--- config.mk ---
export PLATFORM = sky130hd
export DESIGN_NAME = quad_interval_timer_core
export DESIGN_NICKNAME = d
export VERILOG_FILES = /design/src/include/qtimer_pkg.sv /design/src/core/quad_interval_timer_core.sv
export SDC_FILE = /design/constraint.sdc
export NUM_CORES = 1
export LEC_CHECK = 0
export BUFFER_PORTS_ARGS = -buffer_cell sky130_fd_sc_hd__buf_2
export CORE_UTILIZATION = 47
export CTS_BUF_LIST = sky130_fd_sc_hd__clkbuf_8
export DETAILED_ROUTE_END_ITERATION = 10
export MAX_ROUTING_LAYER = met4
export PLACE_DENSITY = 0.71
export SYNTH_ARGS = -nofsm -noshare
export SYNTH_HDL_FRONTEND = slang
export SYNTH_SLANG_ARGS = --single-unit
--- constraint.sdc ---
create_clock -name sys_clk_i -period 5.4 [get_ports sys_clk_i]
set_clock_uncertainty 0.1 [all_clocks]
set_input_delay 0.54 -clock sys_clk_i [delete_from_list [all_inputs] [get_ports sys_clk_i]]
set_output_delay 0.54 -clock sys_clk_i [all_outputs]
set_load 0.02 [all_outputs]
--- src/include/qtimer_pkg.sv ---
// Function
// - Four independent timers share one counting clock, each with its own mode.
// - Timer 0 output rising edge raises interrupt eight; no pin for timer 0.
// - Timer 1 rising edge requests refresh when enabled; disabled after reset.
// - Timer 2 pin is two-way; a low level on it raises interrupt three.
// - Timer 3 output edge detector raises interrupt zero; inverted output drives a pin.
// - All commands and count data move over an 8-bit bus with read/write decode.
// - Control word one programs timers 0 to 2; control word two programs timer 3.
// - Latched status holds control word, output level and null count flag.
// - Each counting element is a 16-bit presettable synchronous down counter.
// - Output latches load from the count on a latch command and hold until read.
// - One byte drives the bus per read; unlatched reads take the counting element directly.
// - Count writes fill two hold bytes singly; loading moves both together.
// - Programming a counter clears both count hold bytes.
// - The host never writes the counting element directly.
// - External timer pins carry the inverse of the internal output.
// - Gate sampled on reference rising edge; loads and decrements on falling edge.
// - Gates 0 and 1 tied high; gates 2 and 3 from control bits 0 and 6, low at reset.
package qtimer_pkg;
    localparam int          ADDR_W        = 8;
    localparam int          NUM_TIMERS    = 4;
    localparam int          NUM_EV        = 4;
    // Register byte addresses; counter n data port at 4*n
    localparam logic [7:0]  OFF_CNT_LAST  = 8'h0c;
    localparam logic [7:0]  OFF_CW1       = 8'h10;
    localparam logic [7:0]  OFF_CW2       = 8'h14;
    localparam logic [7:0]  OFF_CTRL      = 8'h18;
    localparam logic [7:0]  OFF_INT_STAT  = 8'h1c;
    localparam logic [7:0]  OFF_INT_EN    = 8'h20;
    localparam logic [7:0]  OFF_INT_CLR   = 8'h24;
    // Control word fields
    localparam int          CW_SEL_LO     = 6;
    localparam int          CW_RW_LO      = 4;
    localparam int          CW_MODE_LO    = 1;
    localparam logic [1:0]  SEL_READBACK  = 2'h3;
    localparam logic [1:0]  RW_LATCH      = 2'h0;
    localparam logic [1:0]  RW_LOW        = 2'h1;
    localparam logic [1:0]  RW_HIGH       = 2'h2;
    localparam logic [1:0]  RW_BOTH       = 2'h3;
    localparam logic [2:0]  MODE_TERMINAL = 3'h0;
    localparam int          RB_NCOUNT     = 5;
    localparam int          RB_NSTAT      = 4;
    // Control port fields
    localparam int          CTRL_GATE2    = 0;
    localparam int          CTRL_REF_EN   = 1;
    localparam int          CTRL_GATE3    = 6;
    localparam logic [7:0]  CTRL_RESET    = 8'h00;
    // Interrupt event bits
    localparam int          EV_INTERRUPT_REQUEST_EIGHT       = 0;
    localparam int          EV_REFRESH    = 1;
    localparam int          EV_INTERRUPT_REQUEST_THREE       = 2;
    localparam int          EV_INTERRUPT_REQUEST_ZERO       = 3;
endpackage

--- src/core/quad_interval_timer_core.sv ---
// The implementer's own choices: the APB slave port and the address map.
`timescale 1ns/1ps
module quad_interval_timer_core
    import qtimer_pkg::*;
(
    input  wire logic              sys_clk_i,
    input  wire logic              rstn_i,
    input  wire logic              clk_en_i,
    input  wire logic              timer_reference_clock_i,
    input  wire logic              timer2_pin_signal_i,
    input  wire logic              psel_i,
    input  wire logic              penable_i,
    input  wire logic              pwrite_i,
    input  wire logic [ADDR_W-1:0] paddr_i,
    input  wire logic [31:0]       pwdata_i,
    output logic      [31:0]       prdata_o,
    output logic                   pready_o,
    output logic                   pslverr_o,
    output logic                   interrupt_request_eight_o,
    output logic                   refresh_request_o,
    output logic                   interrupt_request_three_o,
    output logic                   interrupt_request_zero_o,
    output logic                   timer1_pin_signal_o,
    output logic                   timer2_pin_signal_o,
    output logic                   timer2_pin_signal_oe_o,
    output logic                   timer3_pin_signal_o,
    output logic                   irq_o
);
    logic [1:0]  ref_sync_reg;
    logic        ref_prev_reg;
    logic [1:0]  t2_sync_reg;
    logic        ref_rise;
    logic        ref_fall;
    logic        acc;
    logic        wr_done;
    logic        rd_done;
    logic [31:0] rd_data;
    logic        bad_addr;
    logic        is_cnt;
    logic [1:0]  idx;
    logic [7:0]  wbyte;
    logic [7:0]  ctrl_reg;
    logic [NUM_EV-1:0] stat_reg;
    logic [NUM_EV-1:0] stat_next;
    logic [NUM_EV-1:0] en_reg;
    logic [NUM_EV-1:0] ev;
    logic [NUM_TIMERS-1:0] gate_vec;
    logic [NUM_TIMERS-1:0] prog;
    logic [NUM_TIMERS-1:0] latch_cnt;
    logic [NUM_TIMERS-1:0] latch_st;
    logic [NUM_TIMERS-1:0] dwr;
    logic [NUM_TIMERS-1:0] drd;
    logic [NUM_TIMERS-1:0] out_prev_reg;
    // Per-counter state, indexed by timer number
    logic [5:0]  cw_reg     [NUM_TIMERS];
    logic [7:0]  cr_lo_reg  [NUM_TIMERS];
    logic [7:0]  cr_hi_reg  [NUM_TIMERS];
    logic [15:0] ce_reg     [NUM_TIMERS];
    logic [15:0] ol_reg     [NUM_TIMERS];
    logic [7:0]  st_reg     [NUM_TIMERS];
    logic [NUM_TIMERS-1:0] out_reg;
    logic [NUM_TIMERS-1:0] null_reg;
    logic [NUM_TIMERS-1:0] latched_reg;
    logic [NUM_TIMERS-1:0] st_latched_reg;
    logic [NUM_TIMERS-1:0] load_pend_reg;
    logic [NUM_TIMERS-1:0] run_reg;
    logic [NUM_TIMERS-1:0] wr_hi_reg;
    logic [NUM_TIMERS-1:0] rd_hi_reg;
    logic [NUM_TIMERS-1:0] gate_s_reg;
    logic [NUM_TIMERS-1:0] gate_old_reg;

    // Byte the counter presents on a read; only one latch byte at a time
    function automatic logic [7:0] cnt_byte(input logic [1:0] i);
        logic [15:0] view;
        view = latched_reg[i] ? ol_reg[i] : ce_reg[i];
        if (st_latched_reg[i]) begin
            cnt_byte = st_reg[i];
        end else if (cw_reg[i][5:4] == RW_HIGH || (cw_reg[i][5:4] == RW_BOTH && rd_hi_reg[i])) begin
            cnt_byte = view[15:8];
        end else begin
            cnt_byte = view[7:0];
        end
    endfunction

    // Reference clock and timer 2 pin come from outside: two flops first
    always_ff @(posedge sys_clk_i) begin
        if (!rstn_i) begin
            ref_sync_reg <= 2'h0;
            ref_prev_reg <= 1'b0;
            t2_sync_reg  <= 2'h3;
        end else if (clk_en_i) begin
            ref_sync_reg <= {ref_sync_reg[0], timer_reference_clock_i};
            ref_prev_reg <= ref_sync_reg[1];
            t2_sync_reg  <= {t2_sync_reg[0], timer2_pin_signal_i};
        end
    end
    assign ref_rise = ref_sync_reg[1] & ~ref_prev_reg;
    assign ref_fall = ~ref_sync_reg[1] & ref_prev_reg;

    // APB: one wait state, effects at the completing edge
    assign acc     = psel_i & penable_i;
    assign wr_done = acc & pready_o & pwrite_i;
    assign rd_done = acc & pready_o & ~pwrite_i;
    assign wbyte   = pwdata_i[7:0];
    assign is_cnt  = (paddr_i <= OFF_CNT_LAST) && (paddr_i[1:0] == 2'h0);
    assign idx     = paddr_i[3:2];

    // Address decode and read mux
    always_comb begin
        rd_data  = 32'h0;
        bad_addr = 1'b0;
        if (is_cnt) begin
            rd_data = {24'h0, cnt_byte(idx)};
        end else if (paddr_i == OFF_CTRL) begin
            rd_data = {24'h0, ctrl_reg};
        end else if (paddr_i == OFF_INT_STAT) begin
            rd_data = {28'h0, stat_reg};
        end else if (paddr_i == OFF_INT_EN) begin
            rd_data = {28'h0, en_reg};
        end else if (paddr_i == OFF_CW1 || paddr_i == OFF_CW2 || paddr_i == OFF_INT_CLR) begin
            rd_data = 32'h0;
        end else begin
            bad_addr = 1'b1;
        end
    end

    always_ff @(posedge sys_clk_i) begin
        if (!rstn_i) begin
            pready_o  <= 1'b0;
            pslverr_o <= 1'b0;
            prdata_o  <= 32'h0;
        end else if (clk_en_i) begin
            if (acc && !pready_o) begin
                pready_o  <= 1'b1;
                pslverr_o <= bad_addr;
                prdata_o  <= pwrite_i ? 32'h0 : rd_data;
            end else begin
                pready_o  <= 1'b0;
                pslverr_o <= 1'b0;
            end
        end
    end

    // Command decode per counter; control word two reaches only timer 3
    always_comb begin
        prog      = '0;
        latch_cnt = '0;
        latch_st  = '0;
        dwr       = '0;
        drd       = '0;
        if (is_cnt) begin
            dwr[idx] = wr_done;
            drd[idx] = rd_done;
        end
        if (wr_done && paddr_i == OFF_CW1) begin
            if (wbyte[7:6] == SEL_READBACK) begin
                for (int i = 0; i < 3; i++) begin
                    latch_cnt[i] = wbyte[i+1] & ~wbyte[RB_NCOUNT];
                    latch_st[i]  = wbyte[i+1] & ~wbyte[RB_NSTAT];
                end
            end else if (wbyte[5:4] == RW_LATCH) begin
                latch_cnt[wbyte[7:6]] = 1'b1;
            end else begin
                prog[wbyte[7:6]] = 1'b1;
            end
        end
        if (wr_done && paddr_i == OFF_CW2) begin
            if (wbyte[7:6] == SEL_READBACK) begin
                latch_cnt[3] = wbyte[1] & ~wbyte[RB_NCOUNT];
                latch_st[3]  = wbyte[1] & ~wbyte[RB_NSTAT];
            end else if (wbyte[5:4] == RW_LATCH) begin
                latch_cnt[3] = 1'b1;
            end else begin
                prog[3] = 1'b1;
            end
        end
    end

    // Gates: timers 0 and 1 always enabled, 2 and 3 from the control port
    assign gate_vec = {ctrl_reg[CTRL_GATE3], ctrl_reg[CTRL_GATE2], 2'b11};

    // Counter core: reference edges first, bus actions last so they win
    always_ff @(posedge sys_clk_i) begin
        if (!rstn_i) begin
            for (int i = 0; i < NUM_TIMERS; i++) begin
                cw_reg[i]    <= 6'h0;
                cr_lo_reg[i] <= 8'h0;
                cr_hi_reg[i] <= 8'h0;
                ce_reg[i]    <= 16'h0;
                ol_reg[i]    <= 16'h0;
                st_reg[i]    <= 8'h0;
            end
            out_reg        <= '0;
            null_reg       <= '0;
            latched_reg    <= '0;
            st_latched_reg <= '0;
            load_pend_reg  <= '0;
            run_reg        <= '0;
            wr_hi_reg      <= '0;
            rd_hi_reg      <= '0;
            gate_s_reg     <= '0;
            gate_old_reg   <= '0;
        end else if (clk_en_i) begin
            for (int i = 0; i < NUM_TIMERS; i++) begin
                if (ref_rise) begin
                    gate_s_reg[i] <= gate_vec[i];
                end
                if (ref_fall) begin
                    gate_old_reg[i] <= gate_s_reg[i];
                    if (load_pend_reg[i] || (cw_reg[i][2] && run_reg[i] && gate_s_reg[i] && !gate_old_reg[i])) begin
                        ce_reg[i]        <= {cr_hi_reg[i], cr_lo_reg[i]};
                        null_reg[i]      <= 1'b0;
                        load_pend_reg[i] <= 1'b0;
                        run_reg[i]       <= 1'b1;
                    end else if (run_reg[i] && gate_s_reg[i]) begin
                        // Periodic modes reload from the hold bytes at one
                        if (cw_reg[i][2] && ce_reg[i] == 16'h0001) begin
                            ce_reg[i]  <= {cr_hi_reg[i], cr_lo_reg[i]};
                            out_reg[i] <= 1'b1;
                        end else begin
                            ce_reg[i] <= ce_reg[i] - 16'h0001;
                            if (cw_reg[i][2] && ce_reg[i] == 16'h0002) begin
                                out_reg[i] <= 1'b0;
                            end else if (!cw_reg[i][2] && ce_reg[i] == 16'h0001) begin
                                out_reg[i] <= 1'b1;
                            end
                        end
                    end
                    if (cw_reg[i][2] && !gate_s_reg[i]) begin
                        out_reg[i] <= 1'b1;
                    end
                end
                if (prog[i]) begin
                    cw_reg[i]         <= wbyte[5:0];
                    cr_lo_reg[i]      <= 8'h0;
                    cr_hi_reg[i]      <= 8'h0;
                    out_reg[i]        <= (wbyte[3:1] != MODE_TERMINAL);
                    null_reg[i]       <= 1'b1;
                    run_reg[i]        <= 1'b0;
                    load_pend_reg[i]  <= 1'b0;
                    wr_hi_reg[i]      <= 1'b0;
                    rd_hi_reg[i]      <= 1'b0;
                    latched_reg[i]    <= 1'b0;
                    st_latched_reg[i] <= 1'b0;
                end
                if (latch_cnt[i] && !latched_reg[i]) begin
                    ol_reg[i]      <= ce_reg[i];
                    latched_reg[i] <= 1'b1;
                end
                if (latch_st[i] && !st_latched_reg[i]) begin
                    st_reg[i]         <= {out_reg[i], null_reg[i], cw_reg[i]};
                    st_latched_reg[i] <= 1'b1;
                end
                // Host data lands only in the hold bytes
                if (dwr[i]) begin
                    null_reg[i] <= 1'b1;
                    if (cw_reg[i][5:4] == RW_LOW) begin
                        cr_lo_reg[i]     <= wbyte;
                        load_pend_reg[i] <= 1'b1;
                    end else if (cw_reg[i][5:4] == RW_HIGH) begin
                        cr_hi_reg[i]     <= wbyte;
                        load_pend_reg[i] <= 1'b1;
                    end else if (!wr_hi_reg[i]) begin
                        cr_lo_reg[i] <= wbyte;
                        wr_hi_reg[i] <= 1'b1;
                        if (cw_reg[i][3:1] == MODE_TERMINAL) begin
                            run_reg[i] <= 1'b0;
                            out_reg[i] <= 1'b0;
                        end
                    end else begin
                        cr_hi_reg[i]     <= wbyte;
                        wr_hi_reg[i]     <= 1'b0;
                        load_pend_reg[i] <= 1'b1;
                    end
                end
                // Reads release status first, then the count latch
                if (drd[i]) begin
                    if (st_latched_reg[i]) begin
                        st_latched_reg[i] <= 1'b0;
                    end else if (cw_reg[i][5:4] == RW_BOTH) begin
                        rd_hi_reg[i] <= ~rd_hi_reg[i];
                        if (rd_hi_reg[i]) begin
                            latched_reg[i] <= 1'b0;
                        end
                    end else begin
                        latched_reg[i] <= 1'b0;
                    end
                end
            end
        end
    end

    // Control port; gates low after reset
    always_ff @(posedge sys_clk_i) begin
        if (!rstn_i) begin
            ctrl_reg <= CTRL_RESET;
        end else if (clk_en_i && wr_done && paddr_i == OFF_CTRL) begin
            ctrl_reg <= wbyte;
        end
    end

    // Timer output events
    assign ev[EV_INTERRUPT_REQUEST_EIGHT]    = out_reg[0] & ~out_prev_reg[0];
    assign ev[EV_REFRESH] = out_reg[1] & ~out_prev_reg[1] & ctrl_reg[CTRL_REF_EN];
    assign ev[EV_INTERRUPT_REQUEST_THREE]    = ~t2_sync_reg[1];
    assign ev[EV_INTERRUPT_REQUEST_ZERO]    = out_reg[3] & ~out_prev_reg[3];

    // Pins and request outputs, all registered
    always_ff @(posedge sys_clk_i) begin
        if (!rstn_i) begin
            out_prev_reg              <= '0;
            interrupt_request_eight_o <= 1'b0;
            refresh_request_o         <= 1'b0;
            interrupt_request_three_o <= 1'b0;
            interrupt_request_zero_o  <= 1'b0;
            timer1_pin_signal_o       <= 1'b1;
            timer2_pin_signal_o       <= 1'b0;
            timer2_pin_signal_oe_o    <= 1'b0;
            timer3_pin_signal_o       <= 1'b1;
        end else if (clk_en_i) begin
            out_prev_reg              <= out_reg;
            interrupt_request_eight_o <= ev[EV_INTERRUPT_REQUEST_EIGHT];
            refresh_request_o         <= ev[EV_REFRESH];
            interrupt_request_three_o <= ev[EV_INTERRUPT_REQUEST_THREE];
            interrupt_request_zero_o  <= ev[EV_INTERRUPT_REQUEST_ZERO];
            timer1_pin_signal_o       <= ~out_reg[1];
            timer2_pin_signal_oe_o    <= out_reg[2];
            timer3_pin_signal_o       <= ~out_reg[3];
        end
    end

    // Sticky status: a set in the clearing cycle survives
    assign stat_next = (stat_reg & ~((wr_done && paddr_i == OFF_INT_CLR) ? pwdata_i[NUM_EV-1:0] : '0)) | ev;

    always_ff @(posedge sys_clk_i) begin
        if (!rstn_i) begin
            stat_reg <= '0;
            en_reg   <= '0;
            irq_o    <= 1'b0;
        end else if (clk_en_i) begin
            stat_reg <= stat_next;
            irq_o    <= |(stat_next & en_reg);
            if (wr_done && paddr_i == OFF_INT_EN) begin
                en_reg <= pwdata_i[NUM_EV-1:0];
            end
        end
    end
endmodule

==> results.sh <==
export IMPL_drt_pass1_iterations=5
export IMPL_yosys_area_share_xor_xnor=0.0285
export IMPL_coreArea_um2=34600
export IMPL_synth_top_family_by_area="simple AND/OR/NAND/NOR gates"
export IMPL_yosys_mux_area_fraction=0.0808
export IMPL_synth_top_cell_area_share=0.449
export IMPL_period_share=0.591
export IMPL_peakVddDrop_uv=204
export IMPL_grt_pass1_wl_um=71100
export IMPL_cp_max_fo=14
export IMPL_htreeDepth=2
export IMPL_synth_area_top_cells="edfxtp_1 45%, dfxtp_1 9.7%, mux4_2 5.8%"
export IMPL_tritoncts="done"
export IMPL_cts_setup_buffers=0
export IMPL_ff2ff_path_depth=4
export IMPL_fin_nets=1589
export IMPL_fin_crit_ps=3190
export IMPL_p_int_mw=3.89
export IMPL_end_kind="flop"
export IMPL_cts_resized=0
export IMPL_final_max_slew_viol_count=0
export IMPL_switching_share=0.255
export IMPL_rows=68
export IMPL_min_path_type="input port to flop"
export IMPL_wl_per_cell_um=23.1
export IMPL_ys_ff_latch=328
export IMPL_antenna_found_initial=0
export IMPL_cts_inserted_buffers=55
export IMPL_overflow=0
export IMPL_cts_sinks=328
export IMPL_synth_top_flop_cell="edfxtp_1"
export IMPL_grt_pass1_vias=11800
export IMPL_synth_compound_area_frac=0.0935
export IMPL_die_w_um=190
export IMPL_finalSetupTns_ps=0
export IMPL_synth_distinct_cells=74
export IMPL_wirelength_um=47000
export IMPL_clock_power_share=0.392
export IMPL_slew_headroom=0.0998
export IMPL_area_growth_pct=9.23
export IMPL_post_synth_cell_area_avg_um2=11.1
export IMPL_worstMarginPinSlew_ps=1340
export IMPL_num_vias=12300
export IMPL_p_leak_nw=6.47
export IMPL_drive_gt1_frac=0.138
export IMPL_hold_violations=0
export IMPL_routabilityCongestion=1.00
export IMPL_seqPwrFrac=0.543
export IMPL_timing_fmax_mhz=313
export IMPL_setup_viol=0
export IMPL_combPwrFrac=0.065
export IMPL_hold_depth=3
export IMPL_track_usage=0.272
export IMPL_clock_path_buffers=3
export IMPL_final_antenna_net_count=0
export IMPL_die_area_um2=36000
export IMPL_synth_edf_count=248
export IMPL_synth_adder_area_share=0.00906
export IMPL_viasPerCell=6.05
export IMPL_path_clk_slew_ps=60
export IMPL_cp_data_required_time_ps=5500
export IMPL_clock_latency_ps=610
export IMPL_numPortBuffers=41
export IMPL_rsz0062_at_grt="no"
export IMPL_die_h_um=190
export IMPL_yosysWarnings=0
export IMPL_drt_iter0_drc=1461
export IMPL_critPathKind="input port to flop"
export IMPL_p_sw_mw=1.33
export IMPL_drv_cap=0
export IMPL_status="finished, final reports clean"
export IMPL_async_flop_share=0
export IMPL_ctsRootBufferMaster="clkbuf_8"
export IMPL_ctsHoldBuffers=0
export IMPL_startpoint_type="input port"
export IMPL_worstPathArrival_ps=3290
export IMPL_drcViolationCount=0
export IMPL_grt_start_max_net_pins=55
export IMPL_synth_area_leader_cell="edfxtp_1"
export IMPL_synth_simple_area_share=0.204
export IMPL_syn_cell_area_um2=16600
export IMPL_fin_util=0.523
export IMPL_initial_core_util=0.479
export IMPL_yosysSeqAreaShare=0.546
export IMPL_ioPinCount=91
export IMPL_p_per_area_nw_per_um2=289
export IMPL_syn_inst=1493
export IMPL_place_hpwl_um=32700
[synthesized netlist by cell type, types with 3 or more instances]
library cell and n:
a211oi_1 45, a21oi_1 60, a22oi_1 5, a311o_1 3, a311oi_1 5, a31oi_1 7
and2_1 132, and3_1 31, and4_1 5, and4b_1 3, buf_1 8, buf_2 13
buf_4 25, clkbuf_1 57, dfxtp_1 80, edfxtp_1 248, ha_1 12, inv_1 26
mux2_2 8, mux2i_1 28, mux4_2 43, nand2_1 110, nand2b_1 17, nand3_1 32
nand3b_1 9, nand4_1 11, nor2_1 145, nor2b_1 14, nor3_1 74, nor3b_1 6
nor4_1 25, o2111ai_1 5, o21a_1 8, o21ai_0 38, o21bai_1 3, o22ai_1 14
o2bb2ai_1 16, o31ai_1 5, or2_2 14, or3_1 7, or4_1 4, xnor2_1 33
xor2_1 21
[final timing paths]
check / start / to / slack, ps
max: paddr_i[1] / cr_lo_reg[1][4]$_SDFFCE_PN0P_ / 2210
min: timer2_pin_signal_i / t2_sync_reg[0]$_SDFFE_PN1P_ / 60
max reg2reg: pready_o$_SDFFE_PN0P_ / cr_lo_reg[1][4]$_SDFFCE_PN0P_ / 2250
min reg2reg: prdata_o[7]$_SDFFE_PN0P_ / prdata_o[7]$_SDFFE_PN0P_ / 350
[cells in the final DEF, fill, tap and decap left out, drive strengths merged, types with 17 or more instances in the layout]
cell,Yosys,final
a211oi,45,45
a21oi,61,61
and2,132,132
and3,31,31
buf,47,60
clkbuf,58,59
clkinv,1,24
conb,1,25
dfxtp,80,80
edfxtp,248,248
inv,28,46
mux2i,28,28
mux4,43,43
nand2,111,111
nand2b,17,17
nand3,32,32
nor2,147,147
nor3,75,75
nor4,25,25
o21ai,40,40
xnor2,33,33
xor2,21,21
[per-layer routing]
| layer | routed length, um | track usage | vias up |
|---|---|---|---|
| met1 | 19300 | 0.366 | 5988 |
| met4 | 1940 | 0.114 | 0 |
| met3 | 4830 | 0.0574 | 119 |
| met5 | 0 | - | - |
| li1 | - | - | 5538 |
| met2 | 20900 | 0.401 | 639 |
[cell families after synthesis]
group                    Yosys count
AND/OR/NAND/NOR                  650
flip-flops                       328
AO/OA/AOI/OAI                    235
buffers and inverters            134
multiplexers                      79
XOR/XNOR                          54
adder cells (fa/ha/maj)           12
other                              1
[final cells by class]
class,instances,area [um2]
clock inverters,45,201
flip-flops and latches,328,9050
inverters,29,109
multi-input cells,1055,7010
clock buffers,59,812
diodes,1,2.50
well taps,455,569
fillers,2979,16500
repair buffers,60,348
[per-stage QoR]
stage	setup slack [ps]	std cells	hold slack [ps]	area [um2]	power, mW
CTS	2260	2030	53.7	18100	5.23
detailed placement	1670	1926	345	17100	3.22
floorplan	2010	1517	334	16700	3.10
global placement	1740	1926	338	17100	3.21
global route	1970	2031	61.0	18100	5.38
finish	2210	2032	58.4	18100	5.22
[worst max-delay path, cell delays in order]
cell,delay [ps]
buf_2,110
or4_1,650
nor3_1,380
nand3_1,550
o21ai_0,1060
[power by group through the flow]
stage	logic, mW	clock network [mW]	registers, mW
after floorplan	0.241	0	2.85
after global placement	0.327	0	2.88
after detailed placement	0.332	0	2.89
after CTS	0.333	2.06	2.83
after global routing	0.360	2.18	2.84
final	0.339	2.05	2.84
Power figures use the tool's default switching activity.
